## src/core/adccs_pkg.sv

```systemverilog
// Constants shared by the converter sequencer and its verification.
package adccs_pkg;

	// Register indexes; byte address is four times the index
	localparam logic [29:0] IDX_RC_OSC   = 30'h0000fe0d;
	localparam logic [29:0] IDX_CONTROL  = 30'h0000fe58;
	localparam logic [29:0] IDX_MODE     = 30'h0000fe59;
	localparam logic [29:0] IDX_RES_LOW  = 30'h0000fe5a;
	localparam logic [29:0] IDX_RES_HIGH = 30'h0000fe5b;

	// Reset values
	localparam logic [7:0] RST_CONTROL  = 8'h00;
	localparam logic [7:0] RST_MODE     = 8'h00;
	localparam logic [7:0] RST_RES_LOW  = 8'h00;
	localparam logic [7:0] RST_RES_HIGH = 8'h00;
	localparam logic       RST_OSC_BIT  = 1'b0;
	// Unimplemented oscillator control bits read as ones
	localparam logic [5:0] RC_OSC_FILL  = 6'h3f;

	// rc_osc_control fields
	localparam int RC_CLK_SEL_BIT = 7;
	localparam int RC_RUN_BIT     = 6;

	// converter_control fields
	localparam int CH_SEL_HI    = 7;
	localparam int CH_SEL_LO    = 4;
	localparam int GO_BIT       = 2;
	localparam int DONE_BIT     = 1;
	localparam int IRQ_EN_BIT   = 0;

	// converter_mode fields
	localparam int RES_SEL_BIT  = 6;
	localparam int TM_MID_BIT   = 1;
	localparam int TM_LO_BIT    = 0;

	// result_low_and_timing fields
	localparam int RES_LOW_HI   = 7;
	localparam int RES_LOW_LO   = 4;
	localparam int TM_HI_BIT    = 0;

	// Channel codes
	localparam logic [3:0] CH_ANALOG_FIVE = 4'h5;
	localparam logic [3:0] CH_REF_VOLTAGE = 4'he;

	// Conversion timing: units of one third of a cycle time
	localparam int CLK_PERIOD_NS   = 4;
	localparam int TCYC_NS         = 12;
	localparam int THIRD_TCYC_CLKS = (TCYC_NS + 3 * CLK_PERIOD_NS - 1)
		/ (3 * CLK_PERIOD_NS);
	localparam logic [15:0] BASE_UNITS_12 = 16'h0034;
	localparam logic [15:0] BASE_UNITS_8  = 16'h0020;
	localparam logic [15:0] EXTRA_UNITS   = 16'h0002;

	// Sequencer states
	typedef enum logic [1:0] {
		ADCCS_IDLE = 2'b01,
		ADCCS_CONV = 2'b10
	} adccs_state_t;

endpackage : adccs_pkg

```

## src/core/adccs_top.sv

```systemverilog
// Conversion sequencer for the on-chip successive-approximation converter.
//
// Notes on behaviour
// RULE1: resolution_select at 0 selects 12-bit conversion.
// RULE2: time code 1,0,1 selects division ratio 1/32.
// RULE3: control bits 7..4 choose the channel; 0101 is channel five.
// RULE4: writing 1 to convert_go starts a conversion with current settings.
// RULE5: first 12-bit conversion after reset or 8-to-12 switch takes double time.
// RULE6: other conversions take the normal formula time.
// RULE7: completion sets conversion_done_flag and clears convert_go together.
// RULE8: with irq enable set, completion raises the interrupt request.
// RULE9: software clears the done flag itself; hardware never does.
// RULE10: software may poll the done flag until it reads 1.
// RULE11: writing 0 to convert_go mid-conversion stops it; no valid result.
// RULE12: reset during a conversion clears convert_go and halts the converter.
// RULE13: software keeps convert_go at 0 before entering hold state.
// RULE14: software reads results after completion, then restarts.
// RULE15: oscillator run bit also runs the reference voltage generator.
// RULE16: reference voltage is a selectable converter input channel.
// RULE17: software should average several results, dropping extremes.
// RULE18: 8-bit result goes to high byte only; 12-bit low nibble to low[7:4].
// RULE19: time code n selects division ratio one over two to the n.
// RULE20: time is (52 or 32 over ratio, plus 2) thirds of a cycle.
// RULE21: result registers change only when a conversion completes; here APB writes to them also load them.
//
// Design decision made here: the APB register port.
`timescale 1ns/1ps

module adccs_top (
	// Clock, reset, enable
	input  wire logic                clk,
	input  wire logic                resetn,
	input  wire logic                ce,
	// APB slave
	input  wire logic                psel,
	input  wire logic                penable,
	input  wire logic                pwrite,
	input  wire logic [31:0]         paddr,
	input  wire logic [31:0]         pwdata,
	output logic      [31:0]         prdata,
	output logic                     pready,
	output logic                     pslverr,
	// Analog converter macro
	input  wire logic [11:0]         conv_sample,
	output logic      [3:0]          channel_sel,
	output logic                     ref_channel_sel,
	output logic                     conv_running,
	output logic                     conv_res_8bit,
	output logic      [2:0]          conv_div_code,
	// Interrupt request
	output logic                     conv_irq,
	// Oscillator and reference generator
	output logic                     rc_osc_run,
	output logic                     rc_osc_clock_select,
	output logic                     ref_gen_enable
);
	import adccs_pkg::*;

	//////////////////////////////////////////////////////////////////////
	// Register state

	logic [3:0]   chan_r;
	logic         go_r;
	logic         done_r;
	logic         irq_en_r;
	logic         res8_r;
	logic [1:0]   tm_lo_r;
	logic         tm_hi_r;
	logic [3:0]   res_low_r;
	logic [7:0]   res_high_r;
	logic         osc_run_r;
	logic         osc_sel_r;
	logic         first12_r;
	adccs_state_t state_r;
	logic [15:0]  cnt_r;
	logic         run_res8_r;

	//////////////////////////////////////////////////////////////////////
	// APB decode

	logic        sel_rc;
	logic        sel_ctl;
	logic        sel_mode;
	logic        sel_low;
	logic        sel_high;
	logic        mapped;
	logic        wr_en;
	logic [7:0]  wdat;
	logic [7:0]  rd_byte;

	assign sel_rc   = paddr[31:2] == IDX_RC_OSC;
	assign sel_ctl  = paddr[31:2] == IDX_CONTROL;
	assign sel_mode = paddr[31:2] == IDX_MODE;
	assign sel_low  = paddr[31:2] == IDX_RES_LOW;
	assign sel_high = paddr[31:2] == IDX_RES_HIGH;
	assign mapped   = (paddr[1:0] == 2'h0)
		&& (sel_rc || sel_ctl || sel_mode || sel_low || sel_high);
	assign wr_en    = ce && psel && penable && pready && pwrite && mapped;
	assign wdat     = pwdata[7:0];

	always_comb begin
		rd_byte = 8'h00;
		if (sel_rc) begin
			rd_byte = {osc_sel_r, osc_run_r, RC_OSC_FILL};
		end else if (sel_ctl) begin
			rd_byte = {chan_r, 1'b0, go_r, done_r, irq_en_r};
		end else if (sel_mode) begin
			rd_byte = {1'b0, res8_r, 4'h0, tm_lo_r};
		end else if (sel_low) begin
			rd_byte = {res_low_r, 3'h0, tm_hi_r};
		end else if (sel_high) begin
			rd_byte = res_high_r;
		end
	end

	// Answer in the first access cycle; data and error held until done
	always_ff @(posedge clk or negedge resetn) begin
		if (!resetn) begin
			pready  <= 1'b0;
			prdata  <= 32'h00000000;
			pslverr <= 1'b0;
		end else if (ce) begin
			pready  <= psel && !penable;
			if (psel && !penable) begin
				prdata  <= (mapped && !pwrite) ? {24'h000000, rd_byte}
					: 32'h00000000;
				pslverr <= !mapped;
			end
		end
	end

	//////////////////////////////////////////////////////////////////////
	// Conversion timing

	logic [2:0]  div_code;
	logic [15:0] units;
	logic [15:0] conv_clks;
	logic        long_conv;
	logic        start;
	logic        abort;
	logic        finish;

	assign div_code = {tm_hi_r, tm_lo_r};                         // RULE2
	// Ratio 1/2^n turns base/ratio into a left shift by n
	assign units = ((res8_r ? BASE_UNITS_8 : BASE_UNITS_12)       // RULE20
		<< div_code) + EXTRA_UNITS;                               // RULE19
	assign long_conv = !res8_r && first12_r;                      // RULE5
	assign conv_clks = 16'((long_conv ? (units << 1) : units)     // RULE6
		* THIRD_TCYC_CLKS);

	assign start  = wr_en && sel_ctl && wdat[GO_BIT]              // RULE4
		&& (state_r == ADCCS_IDLE);
	assign abort  = wr_en && sel_ctl && !wdat[GO_BIT]             // RULE11
		&& (state_r == ADCCS_CONV);
	assign finish = (state_r == ADCCS_CONV) && (cnt_r == 16'h0001)
		&& !abort;

	always_ff @(posedge clk or negedge resetn) begin
		if (!resetn) begin
			state_r    <= ADCCS_IDLE;                             // RULE12
			cnt_r      <= 16'h0000;
			run_res8_r <= 1'b0;
		end else if (ce) begin
			case (state_r)
				ADCCS_IDLE: begin
					if (start) begin
						state_r    <= ADCCS_CONV;
						cnt_r      <= conv_clks;
						run_res8_r <= res8_r;                     // RULE1
					end
				end
				ADCCS_CONV: begin
					if (abort || finish) begin
						state_r <= ADCCS_IDLE;
						cnt_r   <= 16'h0000;
					end else begin
						cnt_r <= cnt_r - 16'h0001;
					end
				end
				default: begin
					state_r <= ADCCS_IDLE;
					cnt_r   <= 16'h0000;
				end
			endcase
		end
	end

	// Pending long conversion: set by reset and by an 8-to-12 switch
	always_ff @(posedge clk or negedge resetn) begin
		if (!resetn) begin
			first12_r <= 1'b1;                                    // RULE5
		end else if (ce) begin
			if (wr_en && sel_mode && res8_r && !wdat[RES_SEL_BIT]) begin
				first12_r <= 1'b1;                                // RULE5
			end else if (finish && !run_res8_r) begin
				first12_r <= 1'b0;
			end
		end
	end

	//////////////////////////////////////////////////////////////////////
	// Control register

	always_ff @(posedge clk or negedge resetn) begin
		if (!resetn) begin
			chan_r   <= RST_CONTROL[CH_SEL_HI:CH_SEL_LO];
			go_r     <= RST_CONTROL[GO_BIT];                      // RULE12
			done_r   <= RST_CONTROL[DONE_BIT];
			irq_en_r <= RST_CONTROL[IRQ_EN_BIT];
		end else if (ce) begin
			if (wr_en && sel_ctl) begin
				chan_r   <= wdat[CH_SEL_HI:CH_SEL_LO];            // RULE3
				irq_en_r <= wdat[IRQ_EN_BIT];
			end
			// A new start wins the go bit; completion clears it otherwise
			if (start) begin
				go_r <= 1'b1;                                     // RULE4
			end else if (finish || abort) begin
				go_r <= 1'b0;                                     // RULE7
			end
			// Completion wins over a software clear in the same cycle
			if (finish) begin
				done_r <= 1'b1;                                   // RULE7
			end else if (wr_en && sel_ctl) begin
				done_r <= wdat[DONE_BIT];                         // RULE9
			end
		end
	end

	//////////////////////////////////////////////////////////////////////
	// Mode, timing and result registers

	always_ff @(posedge clk or negedge resetn) begin
		if (!resetn) begin
			res8_r  <= RST_MODE[RES_SEL_BIT];
			tm_lo_r <= RST_MODE[TM_MID_BIT:TM_LO_BIT];
		end else if (ce && wr_en && sel_mode) begin
			res8_r  <= wdat[RES_SEL_BIT];                         // RULE1
			tm_lo_r <= wdat[TM_MID_BIT:TM_LO_BIT];
		end
	end

	always_ff @(posedge clk or negedge resetn) begin
		if (!resetn) begin
			tm_hi_r   <= RST_RES_LOW[TM_HI_BIT];
			res_low_r <= RST_RES_LOW[RES_LOW_HI:RES_LOW_LO];
		end else if (ce) begin
			if (wr_en && sel_low) begin
				tm_hi_r <= wdat[TM_HI_BIT];
			end
			if (finish && !run_res8_r) begin
				res_low_r <= conv_sample[3:0];                    // RULE18
			end else if (wr_en && sel_low) begin
				res_low_r <= wdat[RES_LOW_HI:RES_LOW_LO];
			end
		end
	end

	always_ff @(posedge clk or negedge resetn) begin
		if (!resetn) begin
			res_high_r <= RST_RES_HIGH;
		end else if (ce) begin
			if (finish) begin
				res_high_r <= conv_sample[11:4];                  // RULE21
			end else if (wr_en && sel_high) begin
				res_high_r <= wdat;
			end
		end
	end

	//////////////////////////////////////////////////////////////////////
	// Oscillator control

	always_ff @(posedge clk or negedge resetn) begin
		if (!resetn) begin
			osc_run_r <= RST_OSC_BIT;
			osc_sel_r <= RST_OSC_BIT;
		end else if (ce && wr_en && sel_rc) begin
			osc_run_r <= wdat[RC_RUN_BIT];
			osc_sel_r <= wdat[RC_CLK_SEL_BIT];
		end
	end

	//////////////////////////////////////////////////////////////////////
	// Registered outputs

	always_ff @(posedge clk or negedge resetn) begin
		if (!resetn) begin
			channel_sel         <= 4'h0;
			ref_channel_sel     <= 1'b0;
			conv_running        <= 1'b0;
			conv_res_8bit       <= 1'b0;
			conv_div_code       <= 3'h0;
			conv_irq            <= 1'b0;
			rc_osc_run          <= 1'b0;
			rc_osc_clock_select <= 1'b0;
			ref_gen_enable      <= 1'b0;
		end else if (ce) begin
			channel_sel         <= chan_r;                        // RULE3
			ref_channel_sel     <= chan_r == CH_REF_VOLTAGE;      // RULE16
			conv_running        <= go_r;
			conv_res_8bit       <= res8_r;
			conv_div_code       <= div_code;
			conv_irq            <= done_r && irq_en_r;            // RULE8
			rc_osc_run          <= osc_run_r;
			rc_osc_clock_select <= osc_sel_r;
			ref_gen_enable      <= osc_run_r;                     // RULE15
		end
	end

endmodule : adccs_top

```

## config.mk

```make
export PLATFORM = sky130hd
export DESIGN_NAME = adccs_top
export DESIGN_NICKNAME = d
export VERILOG_FILES = /design/src/core/adccs_pkg.sv /design/src/core/adccs_top.sv
export SDC_FILE = /design/constraint.sdc
export NUM_CORES = 1
export LEC_CHECK = 0
export ABC_CLOCK_PERIOD_IN_PS = 7200
export BUFFER_PORTS_ARGS = -buffer_cell sky130_fd_sc_hd__buf_2
export CORE_ASPECT_RATIO = 1.75
export CORE_MARGIN = 4
export CORE_UTILIZATION = 38
export CTS_CLUSTER_SIZE = 10
export DETAILED_ROUTE_END_ITERATION = 8
export SLEW_MARGIN = 20
export SYNTH_ARGS = -nofsm -noshare
export SYNTH_HDL_FRONTEND = slang
export SYNTH_SLANG_ARGS = --single-unit
```

## constraint.sdc

```tcl
create_clock -name clk -period 7.2 [get_ports clk]
set_input_delay 1.44 -clock clk [delete_from_list [all_inputs] [get_ports clk]]
set_output_delay 1.44 -clock clk [all_outputs]
set_load 0.03 [all_outputs]
```

; ---- Word-level counts from Yosys, hierarchy flattened
; Cells that the tools add are included.
[totals]
regBits = 92
inputBits = 82
output_inout_bits = 48
[classes]
addsub = 2
eq_ne = 11
shift = 1
mux = 24
n_reduce_logical = 56
[ops]
columns = op, n
row1 = $eq A30 B16 Y1 const B, 5
row2 = $mux W8, 8
row3 = $mux W16, 3
row4 = $pmux W16 S2, 1
row5 = $logic_and A1 B1 Y1, 26
row6 = $reduce_and A2 Y1, 9
row7 = $add A16 B2 Y16 const B, 1
row8 = $eq A16 B1 Y1 const B, 1
row9 = $shl A6 B3 Y16, 1
row10 = $sub A16 B1 Y16 const B, 1
row11 = $reduce_bool A2 Y1, 5
row12 = $logic_not A1 Y1, 8
row13 = $mux W4, 2
row14 = $mux W1, 6
row15 = $reduce_and A3 Y1, 2
row16 = $logic_or A1 B1 Y1, 5
row17 = $mux W5, 1
row18 = $eq A4 B4 Y1 const B, 1
row19 = $mux W2, 2
row20 = $pmux W2 S2, 1
row21 = $eq A2 B1 Y1 const B, 1
row22 = $eq A2 B2 Y1 const B, 1
row23 = $logic_not A2 Y1, 1
row24 = $ne A2 B1 Y1 const B, 1
row25 = $ne A2 B2 Y1 const B, 1

; ---- Longest topological paths before layout
; Gate-level depths: netlist (run 1).
[logic_depth]
ltp_word = 15
depth_mapped = 9
ltp_nobuf = 8

; ---- Worst setup path before layout (run 1)
; OpenSTA, ideal clock, no wires.
[synth_path]
path_type = input to register
startpoint = in paddr[19]
endpoint = reg cnt_r[4]
setup_time_ns = 0.121
arrival_time_ns = 3.242
path_slack_ns = 3.837
stages = 8
n_path_buf = 2
path_cell_list = or4_4 > nor4_4 > buf_6 > nand4b_2 > and3_1 > buf_6 > a31o_1 > a22o_1
[synth_between]
elab_chain_cells = 15
elab_cells_between_ends = 23
[synth_lines]
columns = element, line
row1 = from (decl), adccs_top.sv:38  ; input wire logic [31:0] paddr,
row2 = $eq A30 B16 Y1 (on tied branches), "adccs_top.sv:91, adccs_top.sv:92"
row3 = $logic_or A1 B1 Y1 (4 in series), adccs_top.sv:97  ; && (sel_rc || sel_ctl || sel_mode || sel_low || sel_high);
row4 = $logic_and A1 B1 Y1, adccs_top.sv:97
row5 = $logic_and A1 B1 Y1, adccs_top.sv:98  ; assign wr_en = ce && psel && penable && pready && pwrite && mapped;
row6 = $logic_and A1 B1 Y1 *, "adccs_top.sv:151, adccs_top.sv:153"
row7 = $logic_and A1 B1 Y1, adccs_top.sv:153  ; assign abort = wr_en && sel_ctl && !wdat[GO_BIT]
row8 = $logic_and A1 B1 Y1, adccs_top.sv:154  ; && (state_r == ADCCS_CONV);
row9 = $logic_not A1 Y1, adccs_top.sv:156  ; && !abort;
row10 = $logic_and A1 B1 Y1, adccs_top.sv:156
row11 = $logic_or A1 B1 Y1, adccs_top.sv:173  ; if (abort || finish) begin
row12 = $mux W16, adccs_top.sv:173
row13 = $pmux W16 S2, adccs_top.sv:164  ; case (state_r)
row14 = to (signal assigned), adccs_top.sv:168  ; cnt_r <= conv_clks;
row15 = to (signal assigned), adccs_top.sv:177  ; cnt_r <= cnt_r - 16'h0001;
row16 = to (decl), adccs_top.sv:75  ; logic [15:0] cnt_r;
; Every way passes the cells marked *; elsewhere a longest branch is shown, timed or not.
; A chain may end at the register's enable or synchronous reset.

; ---- Final worst setup path (run 1)
[layout_path]
startpoint = in paddr[19]
endpoint = reg res_low_r[1]
[layout_between]
elab_chain_cells = 15
elab_cells_between_ends = 21
[layout_lines]
columns = element, line
row1 = $eq A30 B16 Y1 (on tied branches), "adccs_top.sv:91, adccs_top.sv:92"
row2 = $logic_or A1 B1 Y1 (4 in series), adccs_top.sv:97
row3 = $logic_and A1 B1 Y1, adccs_top.sv:97
row4 = $logic_and A1 B1 Y1, adccs_top.sv:98
row5 = $logic_and A1 B1 Y1 (2 in series), adccs_top.sv:153
row6 = $logic_and A1 B1 Y1, adccs_top.sv:154
row7 = $logic_not A1 Y1, adccs_top.sv:156
row8 = $logic_and A1 B1 Y1, adccs_top.sv:156
row9 = $logic_and A1 B1 Y1, adccs_top.sv:251  ; if (finish && !run_res8_r) begin
row10 = $reduce_bool A2 Y1 (no line), n/a
row11 = $reduce_and A2 Y1 (no line), n/a
row12 = to (signal assigned), adccs_top.sv:246  ; res_low_r <= RST_RES_LOW[RES_LOW_HI:RES_LOW_LO];
row13 = to (signal assigned), adccs_top.sv:252  ; res_low_r <= conv_sample[3:0];
row14 = to (signal assigned), adccs_top.sv:254  ; res_low_r <= wdat[RES_LOW_HI:RES_LOW_LO];
row15 = to (decl), adccs_top.sv:69  ; logic [3:0] res_low_r;
; Several ways; a longest one is shown, not always the timed one.

==> impl_metrics.csv, run 1 <==
group,metric,value,unit
place,routability_cong,0.8398,
floorplanning,floorplan.io_pins,130,
cts,cts_hold_buf,0,
cts,numClockSinks,68,
synthesis,synth_top_family_by_area,"simple AND/OR/NAND/NOR gates",
place,postPlaceCellArea,4483,sq um
power_and_ir_drop,power.sequential.fraction,42.5,%
setup_path,worst-endpoint-required,7.42,ns
grt,grt_overflow,0,
worst_hold_path,timing.hold.worst_endpoint,"prdata[5]",
cts,clk_pin_slew,0.06,ns
synthesis,yosysTopAreaCellShare,40.21,%
sta,fmax,0.2662,GHz
layout,area_growth_syn_to_layout,16.60,%
layout,proportion_of_layout_cells_with_a_drive_suffix_above_1,30.86,%
setup_path,r2r_start,"cnt_r[6]",
setup_path,worst_ep_arrival_time,3.98,ns
setup_path,cpPeakStageDelay,0.61,ns
cts,cts_root_buffer,"clkbuf_16",
setup_path,cp_slowest_cell,"nor4_4",
synthesis,share_of_flip_flops_with_an_asynchronous_set_or_reset,100.0,%
synthesis,synth-xor-area-share,0.2132,%
grt,grt_max_degree,69,
sta,unrepaired_setup_endpoints_after_global_routing,"false",
sta,finalHoldViolCount,0,
power_and_ir_drop,p_switching,227.8,uW
cts,insertion_delay_to_the_later_sink_of_the_worst_skew_pair,0.34,ns
outcome,outcome,"complete, no violations",
detailed_routing,drt-vias-per-instance,5.521,
power_and_ir_drop,power-per-cell-area,188.0,nW/um^2
cts,tritoncts.num_buffers,9,
place,buffers_on_ports,81,
layout,fin_util,45.04,%
floorplanning,initial_core_util,38.62,%
sta,worst_slack,3.444,ns
setup_path,end_kind,"flip-flop",
synthesis,post_synth.cell_area_avg,10.07,sq um
synthesis,yosys_warnings,0,
power_and_ir_drop,cellInternalPower,672.7,uW
cts,cts_htree_levels,3,
synthesis,post-synth-top-area-cell,"dfrtp_1",
sta,fin_setup_tns,0,ns
synthesis,ys_top_cells_by_area,"dfrtp_1, mux2_2, buf_4",
setup_path,critical_path_cell_list,"buf_2 > or4_4 > nor4_4 > and4_1 > nor3_1 > a21oi_2 > mux2_2",
power_and_ir_drop,comb_power_share,6.4,%
grt,grt_pass1_wl,18150,um
synthesis,synth-edff-count,0,
place,detailed_placement_wirelength_estimate,8731,um
synthesis,synth_simple_gate_area_share,19.07,%
setup_path,worstSetupStartpointType,"input port",
cts,clock_path_buffers,2,
setup_path,rrSetupSlack,4.34,ns
synthesis,synth.ff_latch_count,68,
grt,antenna_found_initial,0,
sta,final.period_utilization,52.17,%
sta,setup_violations,0,
cts,cts_tree,"yes",
detailed_routing,drt_iter0_drc,158,
detailed_routing,ant_nets,0,
detailed_routing,post_drt_wl_per_cell,18.44,um
sta,max_slew_margin,39.76,%
detailed_routing,post-route-drc-count,0,
detailed_routing,drt_wl_total,11360,um
synthesis,yosys-mux-area-fraction,12.76,%
power_and_ir_drop,p_leak,2.295,nW
detailed_routing,drt_first_pass_iters,4,
layout,insertedDiodeCount,0,
flow_run,drv_cap,0,
worst_hold_path,path_type_of_the_worst_min_delay_path,"reg -> reg",
floorplanning,floorplan.die.width,86.60,um
layout,fill_cell_total_of_the_finished_layout,1037,
grt,grt_pass1_vias,3471,
floorplanning,die_area,12600,sq um
synthesis,ys_dominant_reg_cell,"dfrtp_1",
sta,tightest_slew,0.9035,ns
synthesis,synthCells,408,
setup_path,reg2reg_depth,6,
detailed_routing,num_vias,3401,
cts,post_cts.repair.setup_buffers,0,
sta,skew,0.006731,ns
sta,period_needed,3.756,ns
layout,regArea,1704,sq um
setup_path,worst_r2r_endpoint,"res_low_r[1]",
worst_hold_path,holdCritStartpoint,"prdata[5]",
floorplanning,die_height,145.5,um
worst_hold_path,worstHoldPathCells,2,
setup_path,setup.worst_path.class,"in -> reg",
layout,area_used_by_multi_input_combinational_logic,2147,sq um
layout,nets,567,
power_and_ir_drop,vdd_drop_max,0.1303,mV
place,dp_slack,3.072,ns
setup_path,worst-path-max-fanout,12,
sta,slew_viol_final,0,
grt,grtUsageTotal,18.55,%
synthesis,netlist_area,4108,sq um
layout,design_area,4790,sq um
synthesis,synth_seq_area_share,41.49,%
floorplanning,core-area,10640,sq um
power_and_ir_drop,sw_frac_of_total,25.29,%
synthesis,synth.distinct_cells,70,
power_and_ir_drop,power.clock.fraction,51.1,%
synthesis,synth_compound_gate_area_share,16.81,%
floorplanning,placementRows,50,
cts,post_cts_resize_count,0,
synthesis,synthAdderAreaFrac,1.218,%
==> per-stage QoR <==
stage,instances,power [mW],hold slack (ns)
3_3_place_gp,600,0.4472,0.4679
5_1_grt,616,0.9278,0.4971
3_5_place_dp,600,0.4481,0.4713
2_1_floorplan,431,0.4300,0.4568
4_1_cts,616,0.9089,0.4864
6_report,616,0.9005,0.4803
==> cell usage in the layout, fill, tap and decap left out, drive strengths merged, types with 4 or more instances in the layout <==
cell,netlist,final
buf,33,82
dfrtp,66,66
mux2,33,33
o21ai,32,32
nand2,31,31
nor2,25,25
conb,1,24
inv,15,18
a21oi,18,18
mux2i,13,13
nand3,12,12
nor3,10,10
clkbuf,10,9
and3,8,8
a22o,8,8
nor4,7,7
o22ai,6,6
and2,6,6
nand2b,4,4
nand4,4,4
o2bb2ai,4,4
ha,4,4
o32ai,4,4
or4,4,4
==> state kept, by name, indices dropped and copies added, names as in the netlist, 2 cells and up <==
signal         cells
channel_sel        4
tm_lo_r            2
res_low_r          4
state_r            2
chan_r             4
cnt_r             16
res_high_r         8
prdata             8
conv_div_code      3
==> worst max-delay path by stage <==
stage	start	endpoint	slack, ns	cells after the start
2_1_floorplan	paddr[19]	cnt_r[4]	3.84	8
3_3_place_gp	paddr[19]	res_low_r[0]	3.10	7
3_5_place_dp	paddr[19]	res_low_r[1]	3.07	7
4_1_cts	paddr[19]	res_low_r[1]	3.43	7
5_1_grt	paddr[19]	res_high_r[5]	3.30	7
6_report	paddr[19]	res_low_r[1]	3.44	7
==> cells in the mapped netlist, types with 6 or more instances <==
cell	count
buf_4	26
mux2i_1	13
nor2_1	23
o21ai_0	32
a22o_1	8
and3_1	8
nor3_1	8
nand2_1	30
a21oi_1	15
inv_1	15
clkbuf_1	10
dfrtp_1	66
nand3_1	12
o22ai_1	6
mux2_2	28
==> worst max-delay path: cells and delay by family <==
family                 cells  cell delay (ns)
AO/OA/AOI/OAI              1             0.27
AND/OR/NAND/NOR            4             1.79
multiplexers               1             0.38
buffers and inverters      1             0.09
==> layout make-up <==
cell class	instances	share of cell area (%)
multi-input cells	305	44.83
flip-flops and latches	68	35.58
repair buffers	82	8.621
clock buffers	9	4.702
well taps	130	3.396
clock inverters	7	1.698
inverters	15	1.176
==> power by group through the flow <==
stage                     sequential (mW)  combinational (mW)  clock, mW
after CTS                           0.383              0.0584      0.468
after floorplan                     0.391              0.0390          0
final                               0.383              0.0578      0.460
after detailed placement            0.390              0.0582          0
after global routing                0.383              0.0630      0.482
after global placement              0.390              0.0573          0
==> layer usage <==
layer  routed length, um  share of wire [%]  GRT usage [%]  vias to the layer above
li1                    -                  -              -                     1616
met1                4090                 36          19.02                     1688
met2                6547                 58          34.78                       77
met3                 344                3.0          2.946                       20
met4                 378                3.3          9.516                        0
met5                   0                  0              0                        -
==> cell families (layout without fill, tap and decap cells) <==
logic type	Yosys count	in the layout
simple gates	132	132
xor+xnor	1	1
fa+ha+maj	4	4
other cells	1	24
mux	47	47
compound gates	97	97
buf+inv	58	113
flops	68	68
(Power assumes the default switching activity.)
==> run 2, diff against run 1 <==
- ABC_CLOCK_PERIOD_IN_PS: 7200 -> 3300
- clock period: 7.2 -> 3.3 ns (I/O delays scaled with it)
==> run 2 against run 1 <==
Non-clock buffer count grew 8. First-iteration DRC count grew 6.3%. Largest power group unchanged. Combinational power grew 120%. Clock power grew 120%. Clock skew grew 0.00079 ns. Total power grew 120%. Sequential power grew 120%. Global-route usage grew 0.14 points. Sequential cell count is the same. Hold slack lost 0.059 ns. Critical path depth grew 1.
==> impl_metrics.csv, run 2 (synthesized netlist as in run 1, its figures left out) <==
group,metric,value,unit
cts,post_cts.repair.setup_buffers,0,
cts,insertion_delay_to_the_later_sink_of_the_worst_skew_pair,0.34,ns
setup_path,worst-path-max-fanout,6,
sta,fmax,0.3655,GHz
power_and_ir_drop,cellInternalPower,1.473,mW
sta,tightest_slew,0.8495,ns
detailed_routing,post-route-drc-count,0,
setup_path,worstSetupStartpointType,"flip-flop",
flow_run,drv_cap,0,
cts,cts_root_buffer,"clkbuf_16",
cts,clock_path_buffers,2,
layout,reg_top3,"cnt_r x16, prdata x8, res_high_r x8",
cts,numClockSinks,68,
setup_path,critical_path_cell_list,"inv_1 > ha_1 > nand2_1 > nor4bb_1 > nand2_1 > nor3_2 > mux2_1 > mux2_2",
layout,largest_register_ff_count,16,
layout,area_used_by_multi_input_combinational_logic,2147,sq um
power_and_ir_drop,power-per-cell-area,407.1,nW/um^2
cts,clk_pin_slew,0.06,ns
sta,fin_setup_tns,0,ns
setup_path,cp_top_family,"simple AND/OR/NAND/NOR gates",
outcome,outcome,"complete, no violations",
place,detailed_placement_wirelength_estimate,9043,um
layout,nets,575,
cts,cts_hold_buf,0,
cts,cts_tree,"yes",
power_and_ir_drop,power.sequential.fraction,42.3,%
grt,grt_pass1_wl,18230,um
sta,skew,0.007523,ns
detailed_routing,drt_iter0_drc,168,
grt,antenna_found_initial,0,
layout,fill_cell_total_of_the_finished_layout,1038,
cts,post_cts_resize_count,0,
place,buffers_on_ports,81,
setup_path,worst_ep_arrival_time,2.97,ns
grt,grt_max_degree,37,
power_and_ir_drop,sw_frac_of_total,25.45,%
sta,slew_viol_final,0,
sta,final.period_utilization,82.92,%
setup_path,cpPeakStageDelay,0.49,ns
sta,finalHoldViolCount,0,
sta,hold_slack,0.4213,ns
floorplanning,initial_core_util,38.62,%
grt,grtUsageTotal,18.69,%
floorplanning,floorplan.io_pins,130,
grt,grt_pass1_vias,3506,
power_and_ir_drop,vdd_drop_max,0.2988,mV
power_and_ir_drop,comb_power_share,6.5,%
setup_path,cp_slowest_cell,"nor4bb_1",
grt,grt_overflow,0,
place,postPlaceCellArea,4543,sq um
power_and_ir_drop,p_switching,502.7,uW
setup_path,worst-endpoint-required,3.53,ns
layout,regArea,1704,sq um
layout,layout_common_cells,"buf_2, dfrtp_1, o21ai_0",
power_and_ir_drop,p_leak,2.338,nW
detailed_routing,drt_first_pass_iters,4,
detailed_routing,post_drt_wl_per_cell,18.30,um
setup_path,setup.worst_path.class,"reg -> reg",
layout,proportion_of_layout_cells_with_a_drive_suffix_above_1,31.98,%
floorplanning,die_height,145.5,um
floorplanning,die_area,12600,sq um
floorplanning,placementRows,50,
setup_path,worstPathBufferInverterCount,1,
layout,layout.cells.most_common,"buf_2",
detailed_routing,num_vias,3397,
detailed_routing,drt-vias-per-instance,5.444,
power_and_ir_drop,power.clock.fraction,51.2,%
sta,max_slew_margin,43.37,%
setup_path,path_common_cell,"nand2_1",
cts,tritoncts.num_buffers,9,
sta,worst_slack,0.5638,ns
worst_hold_path,path_type_of_the_worst_min_delay_path,"in -> async",
floorplanning,floorplan.die.width,86.60,um
sta,setup_violations,0,
layout,fin_util,45.62,%
layout,design_area,4852,sq um
layout,insertedDiodeCount,0,
detailed_routing,drt_wl_total,11420,um
sta,unrepaired_setup_endpoints_after_global_routing,"false",
floorplanning,core-area,10640,sq um
place,dp_slack,0.3498,ns
detailed_routing,ant_nets,0,
sta,period_needed,2.736,ns
layout,largest_register,"cnt_r",
setup_path,end_kind,"flip-flop",
layout,area_growth_syn_to_layout,18.12,%
place,routability_cong,0.8832,
cts,cts_htree_levels,3,
[run 2: path summary, 6_finish.rpt]
path / startpoint / endpoint / cells after the start / slack, ns
min in group clk: prdata[2] / prdata[2] / 2 / 0.48
max in group asynchronous: resetn / state_r[0] / 2 / 2.09
worst max-delay path: state_r[0] / res_low_r[2] / 8 / 0.56
worst min register to register: prdata[2] / prdata[2] / 2 / 0.48
worst max register to register: state_r[0] / res_low_r[2] / 8 / 0.56
worst min-delay path: resetn / go_r / 1 / 0.42
[run 2: layout make-up]
type,count,share of cell area (%)
Multi-Input combinational cell,305,44.25
Timing Repair Buffer,90,9.747
Inverter,15,1.160
Tap cell,130,3.352
Clock inverter,7,1.728
Clock buffer,9,4.642
Sequential cell,68,35.12
[run 2: power by group through the flow]
stage	clock network (mW)	logic, mW	registers, mW
2_1_floorplan	0	0.0852	0.853
3_3_place_gp	0	0.128	0.851
3_5_place_dp	0	0.130	0.851
4_1_cts	1.02	0.131	0.835
5_1_grt	1.06	0.141	0.835
6_report	1.01	0.129	0.836
[run 2: metal layers]
layer	track usage (%)	wire, um	up-vias
li1	-	-	1623
met1	19.42	4051	1655
met2	34.32	6508	90
met3	3.569	395	29
met4	9.672	461	0
met5	0	0	-
[run 2: stage by stage]
| step | cells | total power [mW] |
|---|---|---|
| finish | 624 | 1.975 |
| global route | 624 | 2.040 |
| CTS | 624 | 1.989 |
| detailed placement | 608 | 0.9810 |
| global placement | 608 | 0.9793 |
| floorplan | 431 | 0.9381 |
==> run 3, diff against run 2 <==
- ABC_CLOCK_PERIOD_IN_PS: 3300 -> 2600
- clock period: 3.3 -> 2.6 ns (I/O delays scaled with it)
==> run 3 against run 2 <==
Clock power is 25% higher. Worst setup slack worse by 0.40 ns. Die area stayed put. First-iteration DRC count is 6.5% lower. Design area is 6.2% higher. Clock skew is 0.0041 ns lower. Combinational power is 32% higher. Sequential share of layout area is 2.1 points lower. Hold slack worse by 0.15 ns. Register-to-register slack worse by 0.40 ns. Fmax is 12% higher. Critical path type unchanged. Highest routed layer unchanged.
==> impl_metrics.csv, run 3 (synthesized netlist as in run 1, its figures left out) <==
group,metric,value,unit
outcome,outcome,"complete, no violations",
layout,layout.cells.most_common,"buf_2",
floorplanning,floorplan.die.width,86.60,um
layout,layout_common_cells,"buf_2, dfrtp_1, buf_4",
sta,tightest_slew,0.7855,ns
detailed_routing,post-route-drc-count,0,
setup_path,worst_ep_arrival_time,2.65,ns
layout,final-instance-count-excl-fill,654,
setup_path,worst-endpoint-required,2.82,ns
grt,grt_pass1_wl,19010,um
cts,insertion_delay_to_the_later_sink_of_the_worst_skew_pair,0.33,ns
grt,antenna_found_initial,0,
sta,fin_setup_tns,0,ns
setup_path,worst-path-max-fanout,9,
worst_hold_path,path_type_of_the_worst_min_delay_path,"in -> async",
place,buffers_on_ports,81,
cts,cts_htree_levels,3,
setup_path,r2r_start,"cnt_r[6]",
layout,regArea,1704,sq um
grt,grt_overflow,0,
layout,largest_register_ff_count,16,
cts,cts_root_buffer,"clkbuf_16",
sta,period_needed,2.433,ns
power_and_ir_drop,total_power,2.494,mW
floorplanning,core-area,10640,sq um
setup_path,cpPeakStageDelay,0.55,ns
cts,clk_pin_slew,0.06,ns
sta,finalHoldViolCount,0,
cts,cts_tree,"yes",
floorplanning,die_area,12600,sq um
sta,max_slew_margin,47.63,%
layout,fill_cell_total_of_the_finished_layout,1024,
detailed_routing,ant_nets,0,
setup_path,setup.worst_path.class,"reg -> reg",
grt,grt_pass1_vias,3643,
detailed_routing,drt_iter0_drc,157,
power_and_ir_drop,power-per-cell-area,483.9,nW/um^2
place,detailed_placement_wirelength_estimate,9453,um
layout,fin_util,48.46,%
setup_path,end_kind,"flip-flop",
sta,setup_violations,0,
place,dpl.cell_count,638,
sta,unrepaired_setup_endpoints_after_global_routing,"false",
detailed_routing,num_vias,3552,
setup_path,reg2reg_depth,6,
detailed_routing,drt_wl_total,11920,um
detailed_routing,drt_first_pass_iters,4,
detailed_routing,post_drt_wl_per_cell,18.23,um
setup_path,worstSetupStartpointType,"flip-flop",
layout,proportion_of_layout_cells_with_a_drive_suffix_above_1,36.45,%
setup_path,cp_slowest_cell,"nor2_2",
cts,clock_path_buffers,2,
layout,nets,605,
place,routability_cong,0.8850,
cts,numClockSinks,68,
floorplanning,placementRows,50,
sta,skew,0.003468,ns
floorplanning,floorplan.io_pins,130,
setup_path,rrSetupSlack,0.17,ns
setup_path,critical_path_cell_list,"nor4_2 > nor4b_4 > nand2_2 > nor2_2 > mux2i_1 > a21oi_2",
layout,insertedDiodeCount,0,
floorplanning,initial_core_util,38.62,%
layout,area_growth_syn_to_layout,25.46,%
power_and_ir_drop,p_leak,2.511,nW
layout,largest_register,"cnt_r",
setup_path,worst_r2r_endpoint,"res_high_r[6]",
sta,final.period_utilization,93.57,%
power_and_ir_drop,vdd_drop_max,0.4583,mV
layout,reg_top3,"cnt_r x16, prdata x8, res_high_r x8",
floorplanning,die_height,145.5,um
sta,hold_slack,0.2683,ns
layout,area_used_by_multi_input_combinational_logic,2165,sq um
detailed_routing,drt-vias-per-instance,5.431,
flow_run,drv_cap,0,
sta,fmax,0.4110,GHz
grt,grtUsageTotal,19.62,%
grt,grt_max_degree,33,
cts,tritoncts.num_buffers,9,
sta,slew_viol_final,0,
-- run 3: worst max-delay path: cells and delay by family, from the launching register on --
kind	cells	cell delay, ns
AOI/OAI and AO/OA	1	0.08
DFF	1	0.44
muxes	1	0.30
and+or+nand+nor	4	1.49
-- run 3: repair_timing --
action                                 4_1_cts  5_1_grt
resized for setup                            0        4
setup endpoints to repair                    0       16
setup buffers                                0        0
hold buffers                                 0        0
endpoints found under the hold margin        0        0
-- run 3: worst max-delay path by stage --
stage / startpoint / end / slack, ns / cells past startpoint
after global placement: paddr[19] / res_low_r[0] / -0.1 / 8
after global routing: cnt_r[6] / cnt_r[7] / 0.03 / 8
final: cnt_r[6] / res_high_r[6] / 0.17 / 6
after CTS: cnt_r[6] / res_low_r[2] / 0.01 / 6
after detailed placement: paddr[19] / res_low_r[2] / -0.09 / 8
after floorplan: paddr[19] / cnt_r[4] / 0.16 / 8
-- run 3: layout make-up --
type	count	share of cell area, %
Clock inverter	7	1.554
Tap cell	130	3.156
Sequential cell	68	33.07
Multi-Input combinational cell	305	42.00
Inverter	15	1.092
Clock buffer	9	4.370
Timing Repair Buffer	120	14.76
-- run 3: metrics by stage --
step	cell area [sq um]	setup slack, ns
after floorplan	4194	0.1569
after global placement	4831	-0.09689
after global routing	5154	0.02998
after detailed placement	4831	-0.08793
after CTS	5136	0.01113
final	5154	0.1671
-- run 3: metal layers --
layer	share of wire, %	up-vias	GRT usage, %
met5	0	-	0
met4	5.2	0	11.70
met3	3.3	35	3.909
met2	56	98	35.12
met1	36	1736	20.42
li1	-	1683	-
-- run 3: power by group --
group	leakage (nW)	switching [mW]	internal [mW]
Clock	0.143	0.508	0.756
Combinational	1.45	0.115	0.0549
Sequential	0.917	0.00103	1.06
